File: src/mfr_pkg.sv
// mfr_pkg: constants shared by the managed flash card register bank.
// assumes a 250 MHz system clock and a host-driven command line sampled by it.
package mfr_pkg;

  // system clock
  localparam int unsigned CLOCK_PERIOD_NS   = 4;

  // internal power-up routine length
  localparam int unsigned POWERUP_TIME_NS   = 1000;
  localparam logic [15:0] POWERUP_CYCLES    =
    16'((POWERUP_TIME_NS + CLOCK_PERIOD_NS - 1) / CLOCK_PERIOD_NS);

  // command and response framing on the command line
  localparam logic [7:0]  FRAME_BITS        = 8'h30;
  localparam logic [7:0]  SHORT_RESP_BITS   = 8'h30;
  localparam logic [7:0]  LONG_RESP_BITS    = 8'h88;
  localparam logic [7:0]  RESP_HEADER       = 8'h3F;
  localparam logic [7:0]  SHORT_RESP_TRAIL  = 8'hFF;
  localparam logic [6:0]  CRC7_POLY         = 7'h09;

  // command indices known to the bank; CMD_GO_IDLE is not served
  localparam logic [5:0]  CMD_GO_IDLE       = 6'h00;
  localparam logic [5:0]  CMD_SEND_OP_COND  = 6'h01;
  localparam logic [5:0]  CMD_ALL_SEND_ID   = 6'h02;
  localparam logic [5:0]  CMD_SEND_SPECIFIC = 6'h09;
  localparam logic [5:0]  CMD_PROGRAM_SPEC  = 6'h1B;

  // operating_conditions fields
  localparam logic [1:0]  ACCESS_BYTE       = 2'h0;
  localparam logic [1:0]  ACCESS_SECTOR     = 2'h2;
  localparam logic [8:0]  VWIN_HIGH         = 9'h1FF;
  localparam logic [6:0]  VWIN_MID          = 7'h00;
  localparam logic        VWIN_LOW          = 1'h1;

  // card_identification fields
  localparam logic [1:0]  ID_DEVICE_BGA     = 2'h1;
  localparam logic [7:0]  ID_OEM            = 8'h00;
  localparam logic [6:0]  ID_CHECKSUM       = 7'h00;

  // card_specific_data fields
  localparam logic [1:0]  SD_STRUCTURE      = 2'h3;
  localparam logic [3:0]  SD_SPEC_VERSION   = 4'h4;
  localparam logic [7:0]  SD_ASYNC_ACCESS   = 8'h4F;
  localparam logic [7:0]  SD_CLOCKED_ACCESS = 8'h01;
  localparam logic [7:0]  SD_MAX_FREQ       = 8'h32;
  localparam logic [11:0] SD_CMD_CLASSES    = 12'h0F5;
  localparam logic [3:0]  SD_READ_BL_EXP    = 4'h9;
  localparam logic        SD_PARTIAL_READ   = 1'h0;
  localparam logic [11:0] SD_DEVICE_SIZE    = 12'hFFF;
  localparam logic [2:0]  SD_CURRENT        = 3'h7;
  localparam logic [2:0]  SD_SIZE_MULT      = 3'h7;
  localparam logic [4:0]  SD_ERASE_GRP      = 5'h1F;
  localparam logic [4:0]  SD_ERASE_MULT     = 5'h1F;
  localparam logic        SD_PROTECT_GRP    = 1'h1;
  localparam logic [1:0]  SD_DEFAULT_ECC    = 2'h0;
  localparam logic [2:0]  SD_WRITE_FACTOR   = 3'h2;
  localparam logic [3:0]  SD_WRITE_BL_EXP   = 4'h9;
  localparam logic        SD_PARTIAL_WRITE  = 1'h0;
  localparam logic [6:0]  SD_CHECKSUM       = 7'h00;
  localparam logic [7:0]  SD_WRITABLE_RESET = 8'h00;
  // one-time programmable bits inside the writable byte
  localparam logic [7:0]  SD_OTP_MASK       = 8'h60;

  typedef enum logic [3:0] {
    MFR_IDLE = 4'h1,
    MFR_RECV = 4'h2,
    MFR_WAIT = 4'h4,
    MFR_SEND = 4'h8
  } mfr_state_t;

endpackage

File: src/mfr_sync.sv
// mfr_sync: three-stage input synchroniser with agreement filter and edge pulses.
// assumes inputs asynchronous to clock; one accepted change per agreement of stages two and three.
`timescale 1ns/1ps
`default_nettype none
module mfr_sync #(
  parameter int unsigned     WIDTH      = 1,
  // level of the pin while nobody uses it; keeps reset from faking an edge
  parameter logic [WIDTH-1:0] IDLE_LEVEL = '0
) (
  input  wire logic             clock,
  input  wire logic             reset_n,
  input  wire logic [WIDTH-1:0] async_in,
  output logic      [WIDTH-1:0] level,
  output logic      [WIDTH-1:0] rise,
  output logic      [WIDTH-1:0] fall
);

  initial begin
    if (WIDTH < 1) begin
      $error("mfr_sync: WIDTH must be at least 1");
    end
  end

  typedef struct packed {
    logic [WIDTH-1:0] s1;
    logic [WIDTH-1:0] s2;
    logic [WIDTH-1:0] s3;
    logic [WIDTH-1:0] lvl;
    logic [WIDTH-1:0] up;
    logic [WIDTH-1:0] dn;
  } mfr_sync_t;

  mfr_sync_t r;
  mfr_sync_t next_r;

  always_comb begin
    next_r    = r;
    next_r.s1 = async_in;
    next_r.s2 = r.s1;
    next_r.s3 = r.s2;
    // s1 feeds only s2; the filter looks at s2 and s3
    for (int i = 0; i < WIDTH; i++) begin
      next_r.up[i] = 1'b0;
      next_r.dn[i] = 1'b0;
      if ((r.s2[i] == r.s3[i]) && (r.s3[i] != r.lvl[i])) begin
        next_r.lvl[i] = r.s3[i];
        next_r.up[i]  = r.s3[i];
        next_r.dn[i]  = ~r.s3[i];
      end
    end
  end

  always_ff @(posedge clock or negedge reset_n) begin
    if (!reset_n) begin
      r     <= '0;
      r.s1  <= IDLE_LEVEL;
      r.s2  <= IDLE_LEVEL;
      r.s3  <= IDLE_LEVEL;
      r.lvl <= IDLE_LEVEL;
    end else begin
      r <= next_r;
    end
  end

  assign level = r.lvl;
  assign rise  = r.up;
  assign fall  = r.dn;

endmodule
`default_nettype wire

File: src/mfr_regs.sv
// mfr_regs: identification and capability registers of a managed flash card,
// served over the card command line.
// assumes the host clock and command line arrive asynchronously and are sampled by CLOCK;
// host clock at least several CLOCK periods wide per phase.
`timescale 1ns/1ps
`default_nettype none
// Behaviour
// - operating_conditions is 32 bits: voltage window, access mode, power-up flag.
// - power-up flag reads low until the internal power-up routine completes.
// - access-mode field is byte 00b or sector 10b; this device reports sector.
// - voltage bits [23:15] all ones, [14:8] zero, bit 7 one.
// - a 128-bit card_identification register is returned during identification.
// - card_identification [47:16] holds a per-unit random 32-bit serial number.
// - card_specific_data [119:112] async read access time reads 4Fh.
// - card_specific_data [111:104] clocked read access time reads 01h.
// - card_specific_data [103:96] maximum bus clock code reads 32h.
// - card_specific_data [83:80] read block length exponent reads 9h.
// - card_specific_data bit 79 partial reads allowed reads 0.
// - card_specific_data [25:22] write block length exponent reads 9h.
// - card_specific_data bit 21 partial writes allowed reads 0.
// - card_specific_data bit 31 protect group available reads 1.
// - card_specific_data [41:37] erase group multiplier reads 1Fh.
// - erase and program management stay internal; host only reads and writes.
module mfr_regs
  import mfr_pkg::*;
#(
  // arbitrary values, not any real maker's codes
  parameter logic [7:0]  MAKER_ID         = 8'h5A,
  parameter logic [47:0] PRODUCT_NAME     = 48'h4D4652303031,
  parameter logic [7:0]  PRODUCT_REVISION = 8'h10,
  parameter logic [7:0]  MAKE_DATE        = 8'h11,
  parameter logic [31:0] UNIT_SERIAL      = 32'h1234ABCD,
  parameter logic [4:0]  PROTECT_GRP_SIZE = 5'h0F,
  parameter int unsigned RESPONSE_GAP     = 2,
  parameter bit          CHECK_CMD_CRC    = 1'b1
) (
  input  wire logic CLOCK,
  input  wire logic RESET_N,
  input  wire logic MMC_CLK,
  input  wire logic CMD_IN,
  output logic      CMD_OUT,
  output logic      CMD_OE,
  output logic      POWERUP_DONE
);

  initial begin
    if ((RESPONSE_GAP < 1) || (RESPONSE_GAP > 255)) begin
      $error("mfr_regs: RESPONSE_GAP must be 1 to 255");
    end
  end

  localparam logic [7:0] GAP_LAST = 8'(RESPONSE_GAP - 1);

  typedef struct packed {
    mfr_state_t    st;
    logic [7:0]    cnt;
    logic [7:0]    len;
    logic [47:0]   rx;
    logic [135:0]  tx;
    logic [15:0]   pwr_cnt;
    logic          pwr_done;
    logic [7:0]    wr_byte;
    logic          cmd_out;
    logic          cmd_oe;
  } mfr_regs_t;

  mfr_regs_t r;
  mfr_regs_t next_r;

  logic       host_clk_rise;
  logic       host_clk_fall;
  logic       cmd_level;
  logic [47:0] frame;
  logic [5:0]  cmd_index;
  logic        frame_ok;

  mfr_sync #(
    .WIDTH (1)
  ) u_clk_sync (
    .clock    (CLOCK),
    .reset_n  (RESET_N),
    .async_in (MMC_CLK),
    .level    (),
    .rise     (host_clk_rise),
    .fall     (host_clk_fall)
  );

  mfr_sync #(
    .WIDTH      (1),
    .IDLE_LEVEL (1'b1)
  ) u_cmd_sync (
    .clock    (CLOCK),
    .reset_n  (RESET_N),
    .async_in (CMD_IN),
    .level    (cmd_level),
    .rise     (),
    .fall     ()
  );

  function automatic logic [6:0] mfr_crc7(input logic [39:0] d);
    logic [6:0] c;
    logic       fb;
    c = 7'h00;
    for (int i = 39; i >= 0; i--) begin
      fb = d[i] ^ c[6];
      c  = {c[5:0], 1'b0};
      if (fb) begin
        c = c ^ CRC7_POLY;
      end
    end
    return c;
  endfunction

  function automatic logic [31:0] mfr_op_cond(input logic done);
    return {
      done,
      ACCESS_SECTOR,
      5'h00,
      VWIN_HIGH,
      VWIN_MID,
      VWIN_LOW,
      7'h00
    };
  endfunction

  function automatic logic [127:0] mfr_card_id();
    return {
      MAKER_ID,
      6'h00,
      ID_DEVICE_BGA,
      ID_OEM,
      PRODUCT_NAME,
      PRODUCT_REVISION,
      UNIT_SERIAL,
      MAKE_DATE,
      ID_CHECKSUM,
      1'b1
    };
  endfunction

  function automatic logic [127:0] mfr_card_data(input logic [7:0] wr);
    return {
      SD_STRUCTURE,
      SD_SPEC_VERSION,
      2'h0,
      SD_ASYNC_ACCESS,
      SD_CLOCKED_ACCESS,
      SD_MAX_FREQ,
      SD_CMD_CLASSES,
      SD_READ_BL_EXP,
      SD_PARTIAL_READ,
      3'h0,
      2'h0,
      SD_DEVICE_SIZE,
      SD_CURRENT,
      SD_CURRENT,
      SD_CURRENT,
      SD_CURRENT,
      SD_SIZE_MULT,
      SD_ERASE_GRP,
      SD_ERASE_MULT,
      PROTECT_GRP_SIZE,
      SD_PROTECT_GRP,
      SD_DEFAULT_ECC,
      SD_WRITE_FACTOR,
      SD_WRITE_BL_EXP,
      SD_PARTIAL_WRITE,
      4'h0,
      1'b0,
      wr,
      SD_CHECKSUM,
      1'b1
    };
  endfunction

  assign frame     = {r.rx[46:0], cmd_level};
  assign cmd_index = frame[45:40];
  // start 0, direction 1, end 1, and a good checksum unless checking is off
  assign frame_ok  = !frame[47] && frame[46] && frame[0] &&
                     (!CHECK_CMD_CRC || (mfr_crc7(frame[47:8]) == frame[7:1]));

  always_comb begin
    next_r = r;

    if (!r.pwr_done) begin
      if (r.pwr_cnt >= POWERUP_CYCLES - 16'h0001) begin
        next_r.pwr_done = 1'b1;
      end else begin
        next_r.pwr_cnt = r.pwr_cnt + 16'h0001;
      end
    end

    unique case (r.st)
      MFR_IDLE: begin
        if (host_clk_rise && !cmd_level) begin
          next_r.st  = MFR_RECV;
          next_r.cnt = 8'h01;
          next_r.rx  = 48'h0;
        end
      end
      MFR_RECV: begin
        if (host_clk_rise) begin
          next_r.rx  = frame;
          next_r.cnt = r.cnt + 8'h01;
          if (r.cnt == FRAME_BITS - 8'h01) begin
            next_r.st  = MFR_IDLE;
            next_r.cnt = 8'h00;
            if (frame_ok) begin
              // only register commands are served here
              unique case (cmd_index)
                CMD_SEND_OP_COND: begin
                  next_r.st  = MFR_WAIT;
                  next_r.len = SHORT_RESP_BITS;
                  next_r.tx  = {RESP_HEADER, mfr_op_cond(r.pwr_done), SHORT_RESP_TRAIL, 88'h0};
                end
                CMD_ALL_SEND_ID: begin
                  next_r.st  = MFR_WAIT;
                  next_r.len = LONG_RESP_BITS;
                  next_r.tx  = {RESP_HEADER, mfr_card_id()};
                end
                CMD_SEND_SPECIFIC: begin
                  next_r.st  = MFR_WAIT;
                  next_r.len = LONG_RESP_BITS;
                  next_r.tx  = {RESP_HEADER, mfr_card_data(r.wr_byte)};
                end
                // only writable bits change; otp bits stay set
                CMD_PROGRAM_SPEC: begin
                  next_r.wr_byte = (frame[23:16] & ~SD_OTP_MASK) |
                                   ((frame[23:16] | r.wr_byte) & SD_OTP_MASK);
                end
                default: begin
                  next_r.st = MFR_IDLE;
                end
              endcase
            end
          end
        end
      end
      MFR_WAIT: begin
        if (host_clk_rise) begin
          next_r.cnt = r.cnt + 8'h01;
          if (r.cnt == GAP_LAST) begin
            next_r.st  = MFR_SEND;
            next_r.cnt = 8'h00;
          end
        end
      end
      MFR_SEND: begin
        // drive on falling edges so the host samples stable data on rising edges
        if (host_clk_fall) begin
          if (r.cnt == r.len) begin
            next_r.cmd_oe  = 1'b0;
            next_r.cmd_out = 1'b1;
            next_r.st      = MFR_IDLE;
            next_r.cnt     = 8'h00;
          end else begin
            next_r.cmd_oe  = 1'b1;
            next_r.cmd_out = r.tx[135];
            next_r.tx      = {r.tx[134:0], 1'b0};
            next_r.cnt     = r.cnt + 8'h01;
          end
        end
      end
    endcase
  end

  always_ff @(posedge CLOCK or negedge RESET_N) begin
    if (!RESET_N) begin
      r          <= '0;
      r.st       <= MFR_IDLE;
      r.wr_byte  <= SD_WRITABLE_RESET;
      r.cmd_out  <= 1'b1;
    end else begin
      r <= next_r;
    end
  end

  assign CMD_OUT      = r.cmd_out;
  assign CMD_OE       = r.cmd_oe;
  assign POWERUP_DONE = r.pwr_done;

endmodule
`default_nettype wire

File: config.mk
export PLATFORM = sky130hd
export DESIGN_NAME = mfr_regs
export DESIGN_NICKNAME = d
export VERILOG_FILES = /design/src/mfr_pkg.sv /design/src/mfr_sync.sv /design/src/mfr_regs.sv
export SDC_FILE = /design/constraint.sdc
export NUM_CORES = 1
export LEC_CHECK = 0
export BUFFER_PORTS_ARGS = -buffer_cell sky130_fd_sc_hd__clkbuf_2
export CAP_MARGIN = 20
export CELL_PAD_IN_SITES_DETAIL_PLACEMENT = 1
export CELL_PAD_IN_SITES_GLOBAL_PLACEMENT = 2
export CORE_AREA = 4 4 197 151
export DETAILED_ROUTE_END_ITERATION = 7
export DIE_AREA = 0 0 201 155
export MAX_ROUTING_LAYER = met4
export PLACE_DENSITY = 0.79
export RECOVER_POWER = 50
export SETUP_SLACK_MARGIN = 0.15
export SLEW_MARGIN = 20
export SYNTH_ARGS = -nofsm -noshare
export SYNTH_HDL_FRONTEND = slang
export SYNTH_SLANG_ARGS = --single-unit
File: constraint.sdc
create_clock -name CLOCK -period 3.6 [get_ports CLOCK]
set_clock_uncertainty 0.2 [all_clocks]
set_input_delay 0.72 -clock CLOCK [delete_from_list [all_inputs] [get_ports CLOCK]]
set_output_delay 0.72 -clock CLOCK [all_outputs]
set_load 0.05 [all_outputs]
==> impl_metrics.json <==
{
  "cts_root_buf": "clkbuf_16",
  "drtIter0Drc": 464,
  "hold_path_class": "in -> reg",
  "register_area_sq_mm": 0.00587,
  "arrival_ns": 3.79,
  "switching_share_pct": 23.2,
  "worst-setup-path-type": "reg -> reg",
  "rsz0062_at_grt": "yes",
  "multi_input_area_sq_mm": 0.00494,
  "cts_sinks": 234,
  "grt_usage_pct": 17.5,
  "fin_setup_tns_ns": 0,
  "port_buffers": 6,
  "drive_gt1_share_pct": 22.2,
  "cp_slowest_cell": "xnor3_2",
  "num_rows": 53,
  "yosysTopAreaCell": "dfrtp_1",
  "netlist_area_sq_mm": 0.0107,
  "dpl.hpwl_mm": 15.1,
  "fin_util_pct": 46.9,
  "die_area_sq_mm": 0.0312,
  "ys_async_sr_fraction_pct": 100,
  "p_leak_nw": 6.31,
  "synth_nets": 957,
  "syn_to_final_growth_pct": 21.7,
  "violations": "max-capacitance violations, max-slew violations",
  "reg2reg_slack_ns": 0.02,
  "dp.cells": 1277,
  "post-place-ws_ns": 0.00290,
  "synthTopCellsByArea": "dfrtp_1 (53%), a22oi_1 (6.7%), a22o_1 (6.3%), a21oi_1 (4.5%), nor2_1 (4.0%)",
  "clk_latency_ns": 0.53,
  "grt_pass1_vias": 7800,
  "grt_pass1_wl_mm": 44.0,
  "worstHoldStart": "CMD_IN",
  "p_per_area_mw_per_mm2": 456,
  "synth_edf_count": 0,
  "cp_max_fo": 5,
  "hold_depth": 1,
  "antenna_cells": 0,
  "wire_per_inst_um": 20.3,
  "io_pins": 7,
  "grt-ovfl-total": 0,
  "hold_end": "u_cmd_sync.next_r[4]$_DFF_PN1_",
  "synth_seq_area_share_pct": 54.7,
  "clk_pin_slew_ns": 0.06,
  "antenna_found_initial": 0,
  "start_util_pct": 38.6,
  "finalWeightedCongestion": 0.799,
  "hold_viol": 0,
  "coreArea_sq_mm": 0.0278,
  "ys.flop_type": "dfrtp_1",
  "final_area_sq_mm": 0.0130,
  "power.share.sequential_pct": 45.9,
  "final_nets": 986,
  "tritoncts": "built",
  "min_period_ns": 3.58,
  "outcome": "complete, but fails checks",
  "r2r_cells": 10,
  "dpl_cell_area_sq_mm": 0.0114,
  "slew_headroom_pct": -51.0,
  "grt_max_degree": 126,
  "netlist.area_leader.share_pct": 53.2,
  "reg2reg_to": "r[39]$_DFFE_PN0P_",
  "vdd_drop_max_mv": 0.442,
  "slew_violations": 85,
  "dieWidth_um": 201,
  "cts_buffers": 25,
  "p_comb_share_pct": 7.5,
  "drv_cap": 1,
  "ys_seq_elements": 234,
  "syn-mean-instance-area_sq_um": 11.3,
  "synth_cells": 947,
  "drtAntennaViolNets": 0,
  "critPathLaunchType": "flip-flop",
  "fin_ws_ns": 0.0233,
  "ys_warn_count": 0,
  "dr.pass1.iters": 5,
  "end_kind": "flip-flop",
  "cp.required_ns": 3.81,
  "post-route-period-util_pct": 99.4,
  "p_sw_mw": 1.38,
  "routed_wl_mm": 27.5,
  "p_int_mw": 4.56,
  "setup_viol": 0,
  "clk_path_buf_depth": 3,
  "max_clock_freq_mhz": 280,
  "crit_chain": "xnor3_2 > xnor2_2 > xor3_2 > xnor3_1 > nor2b_1 > mux2i_1 > nor2_2 > buf_4 > a41o_4 > mux2_1",
  "stdcell_count": 1351,
  "max_stage_delay_ns": 0.49,
  "htree_levels": 1,
  "hold_buffers": 0,
  "ys_types": 57,
  "drcViolationCount": 0,
  "vias": 7522,
  "clkPwrFrac_pct": 46.6,
  "r2r_start": "frame[39]$_DFFE_PN0P_",
  "die_y_um": 155,
  "viasPerCell": 5.57,
  "fillCellCount": 2897,
  "tightest_slew_ns": 2.26
}
[final cells by class]
| cell class | instances | share of cell area (%) |
|---|---|---|
| sequential | 234 | 45.0 |
| multi-input combinational | 619 | 37.8 |
| timing repair buffer | 84 | 6.70 |
| clock buffer | 35 | 5.54 |
| tap | 357 | 3.42 |
| clock inverter | 10 | 1.17 |
| inverter | 12 | 0.345 |
[metal layers]
| layer | share of wire (%) | global-route usage (%) | up-vias |
|---|---|---|---|
| li1 | - | - | 3468 |
| met1 | 49 | 25.6 | 3933 |
| met2 | 46 | 25.9 | 90 |
| met3 | 3.5 | 3.06 | 31 |
| met4 | 1.6 | 3.54 | 0 |
| met5 | 0 | - | - |
[registers in the layout, summed over array words and instances, names as in the netlist]
name               cells
r                    174
frame                 41
cmd_index              6
u_clk_sync.next_r      2
u_cmd_sync.next_r      2
CMD_OE                 1
CMD_OUT                1
POWERUP_DONE           1
u_clk_sync.fall        1
u_clk_sync.level       1
u_clk_sync.r           1
u_clk_sync.rise        1
u_cmd_sync.level       1
u_cmd_sync.r           1
[how the worst max path moves through the flow]
stage                                        start           endpoint  slack, ns
final                        frame[39]$_DFFE_PN0P_  r[39]$_DFFE_PN0P_       0.02
after global routing         frame[38]$_DFFE_PN0P_  r[80]$_DFFE_PN0P_       -0.1
after CTS                    frame[30]$_DFFE_PN0P_  r[39]$_DFFE_PN0P_       0.15
after detailed placement     frame[46]$_DFFE_PN0P_  r[49]$_DFFE_PN0P_      0.003
after global placement    cmd_index[2]$_DFFE_PN0P_  r[95]$_DFFE_PN0P_       0.10
after floorplan              frame[46]$_DFFE_PN0P_  r[27]$_DFFE_PN0P_       0.17
[Yosys cell counts, types with 11 or more instances]
| master | count |
|---|---|
| o21a_1 | 11 |
| xnor2_1 | 38 |
| a22o_1 | 77 |
| o21ai_0 | 13 |
| clkbuf_1 | 60 |
| nand2_1 | 33 |
| a22oi_1 | 96 |
| dfrtp_1 | 228 |
| xor2_1 | 12 |
| inv_1 | 12 |
| nor2_1 | 115 |
| xnor3_1 | 18 |
| a21oi_1 | 96 |
[layout by cell type (no fill, tap or decap), types with 4 or more instances in the layout]
cell	n
ha_1	6
o21ai_0	13
dfstp_2	5
inv_1	12
a22oi_1	56
and3_1	4
o21a_1	11
nor4_1	5
nor2b_1	5
nand4_1	8
a21oi_1	96
xor2_1	10
bufinv_16	4
clkinv_2	5
nor2_1	114
a22oi_2	40
a22o_1	77
clkbuf_8	6
clkbuf_16	30
nand3_1	6
nand2_1	33
and2_1	5
xnor2_4	4
xnor2_2	14
mux2_1	5
clkbuf_2	8
xnor2_1	25
dfrtp_1	226
mux2_4	6
buf_6	8
xnor3_2	6
nor3_1	4
mux2i_1	4
clkbuf_1	6
buf_4	49
buf_12	10
xnor3_1	15
[power by group through the flow]
stage | clock (mW) | combinational, mW | sequential (mW)
after floorplan | 0 | 0.215 | 2.75
after global placement | 0 | 0.343 | 2.77
after detailed placement | 0 | 0.351 | 2.77
after CTS | 2.85 | 0.387 | 2.73
after global routing | 2.98 | 0.487 | 2.73
final | 2.77 | 0.448 | 2.73
[stage by stage]
| step | hold slack (ns) | total power, mW |
|---|---|---|
| floorplan | 0.131 | 2.97 |
| global placement | 0.146 | 3.11 |
| detailed placement | 0.148 | 3.13 |
| CTS | 0.0169 | 5.97 |
| global route | 0.0471 | 6.20 |
| finish | 0.0716 | 5.94 |
[critical path: cells and delay by family (launching register included)]
kind	cells	cell delay, ns
xor+xnor	4	1.53
simple gates	2	0.37
compound gates	1	0.30
buf+inv	1	0.21
mux	2	0.45
flops	1	0.40
[what timing repair did]
| item | in CTS | in global routing |
|---|---|---|
| setup endpoints to repair | 144 | 144 |
| cloned | 2 | 7 |
| setup buffers | 7 | 13 |
| hold endpoints to repair | 0 | 0 |
| gates resized for setup | 25 | 63 |
| pin swaps | 18 | 6 |
[cell families after synthesis]
| kind of cell | Yosys count | synth area share (%) |
|---|---|---|
| flip-flops | 234 | 54.7 |
| AND/OR/NAND/NOR | 204 | 8.64 |
| AO/OA/AOI/OAI | 308 | 20.0 |
| adder cells (fa/ha/maj) | 8 | 0.887 |
| XOR/XNOR | 80 | 10.2 |
| multiplexers | 17 | 1.84 |
| buffers and inverters | 96 | 3.77 |
Note: power is estimated with default switching activity, not from simulation.
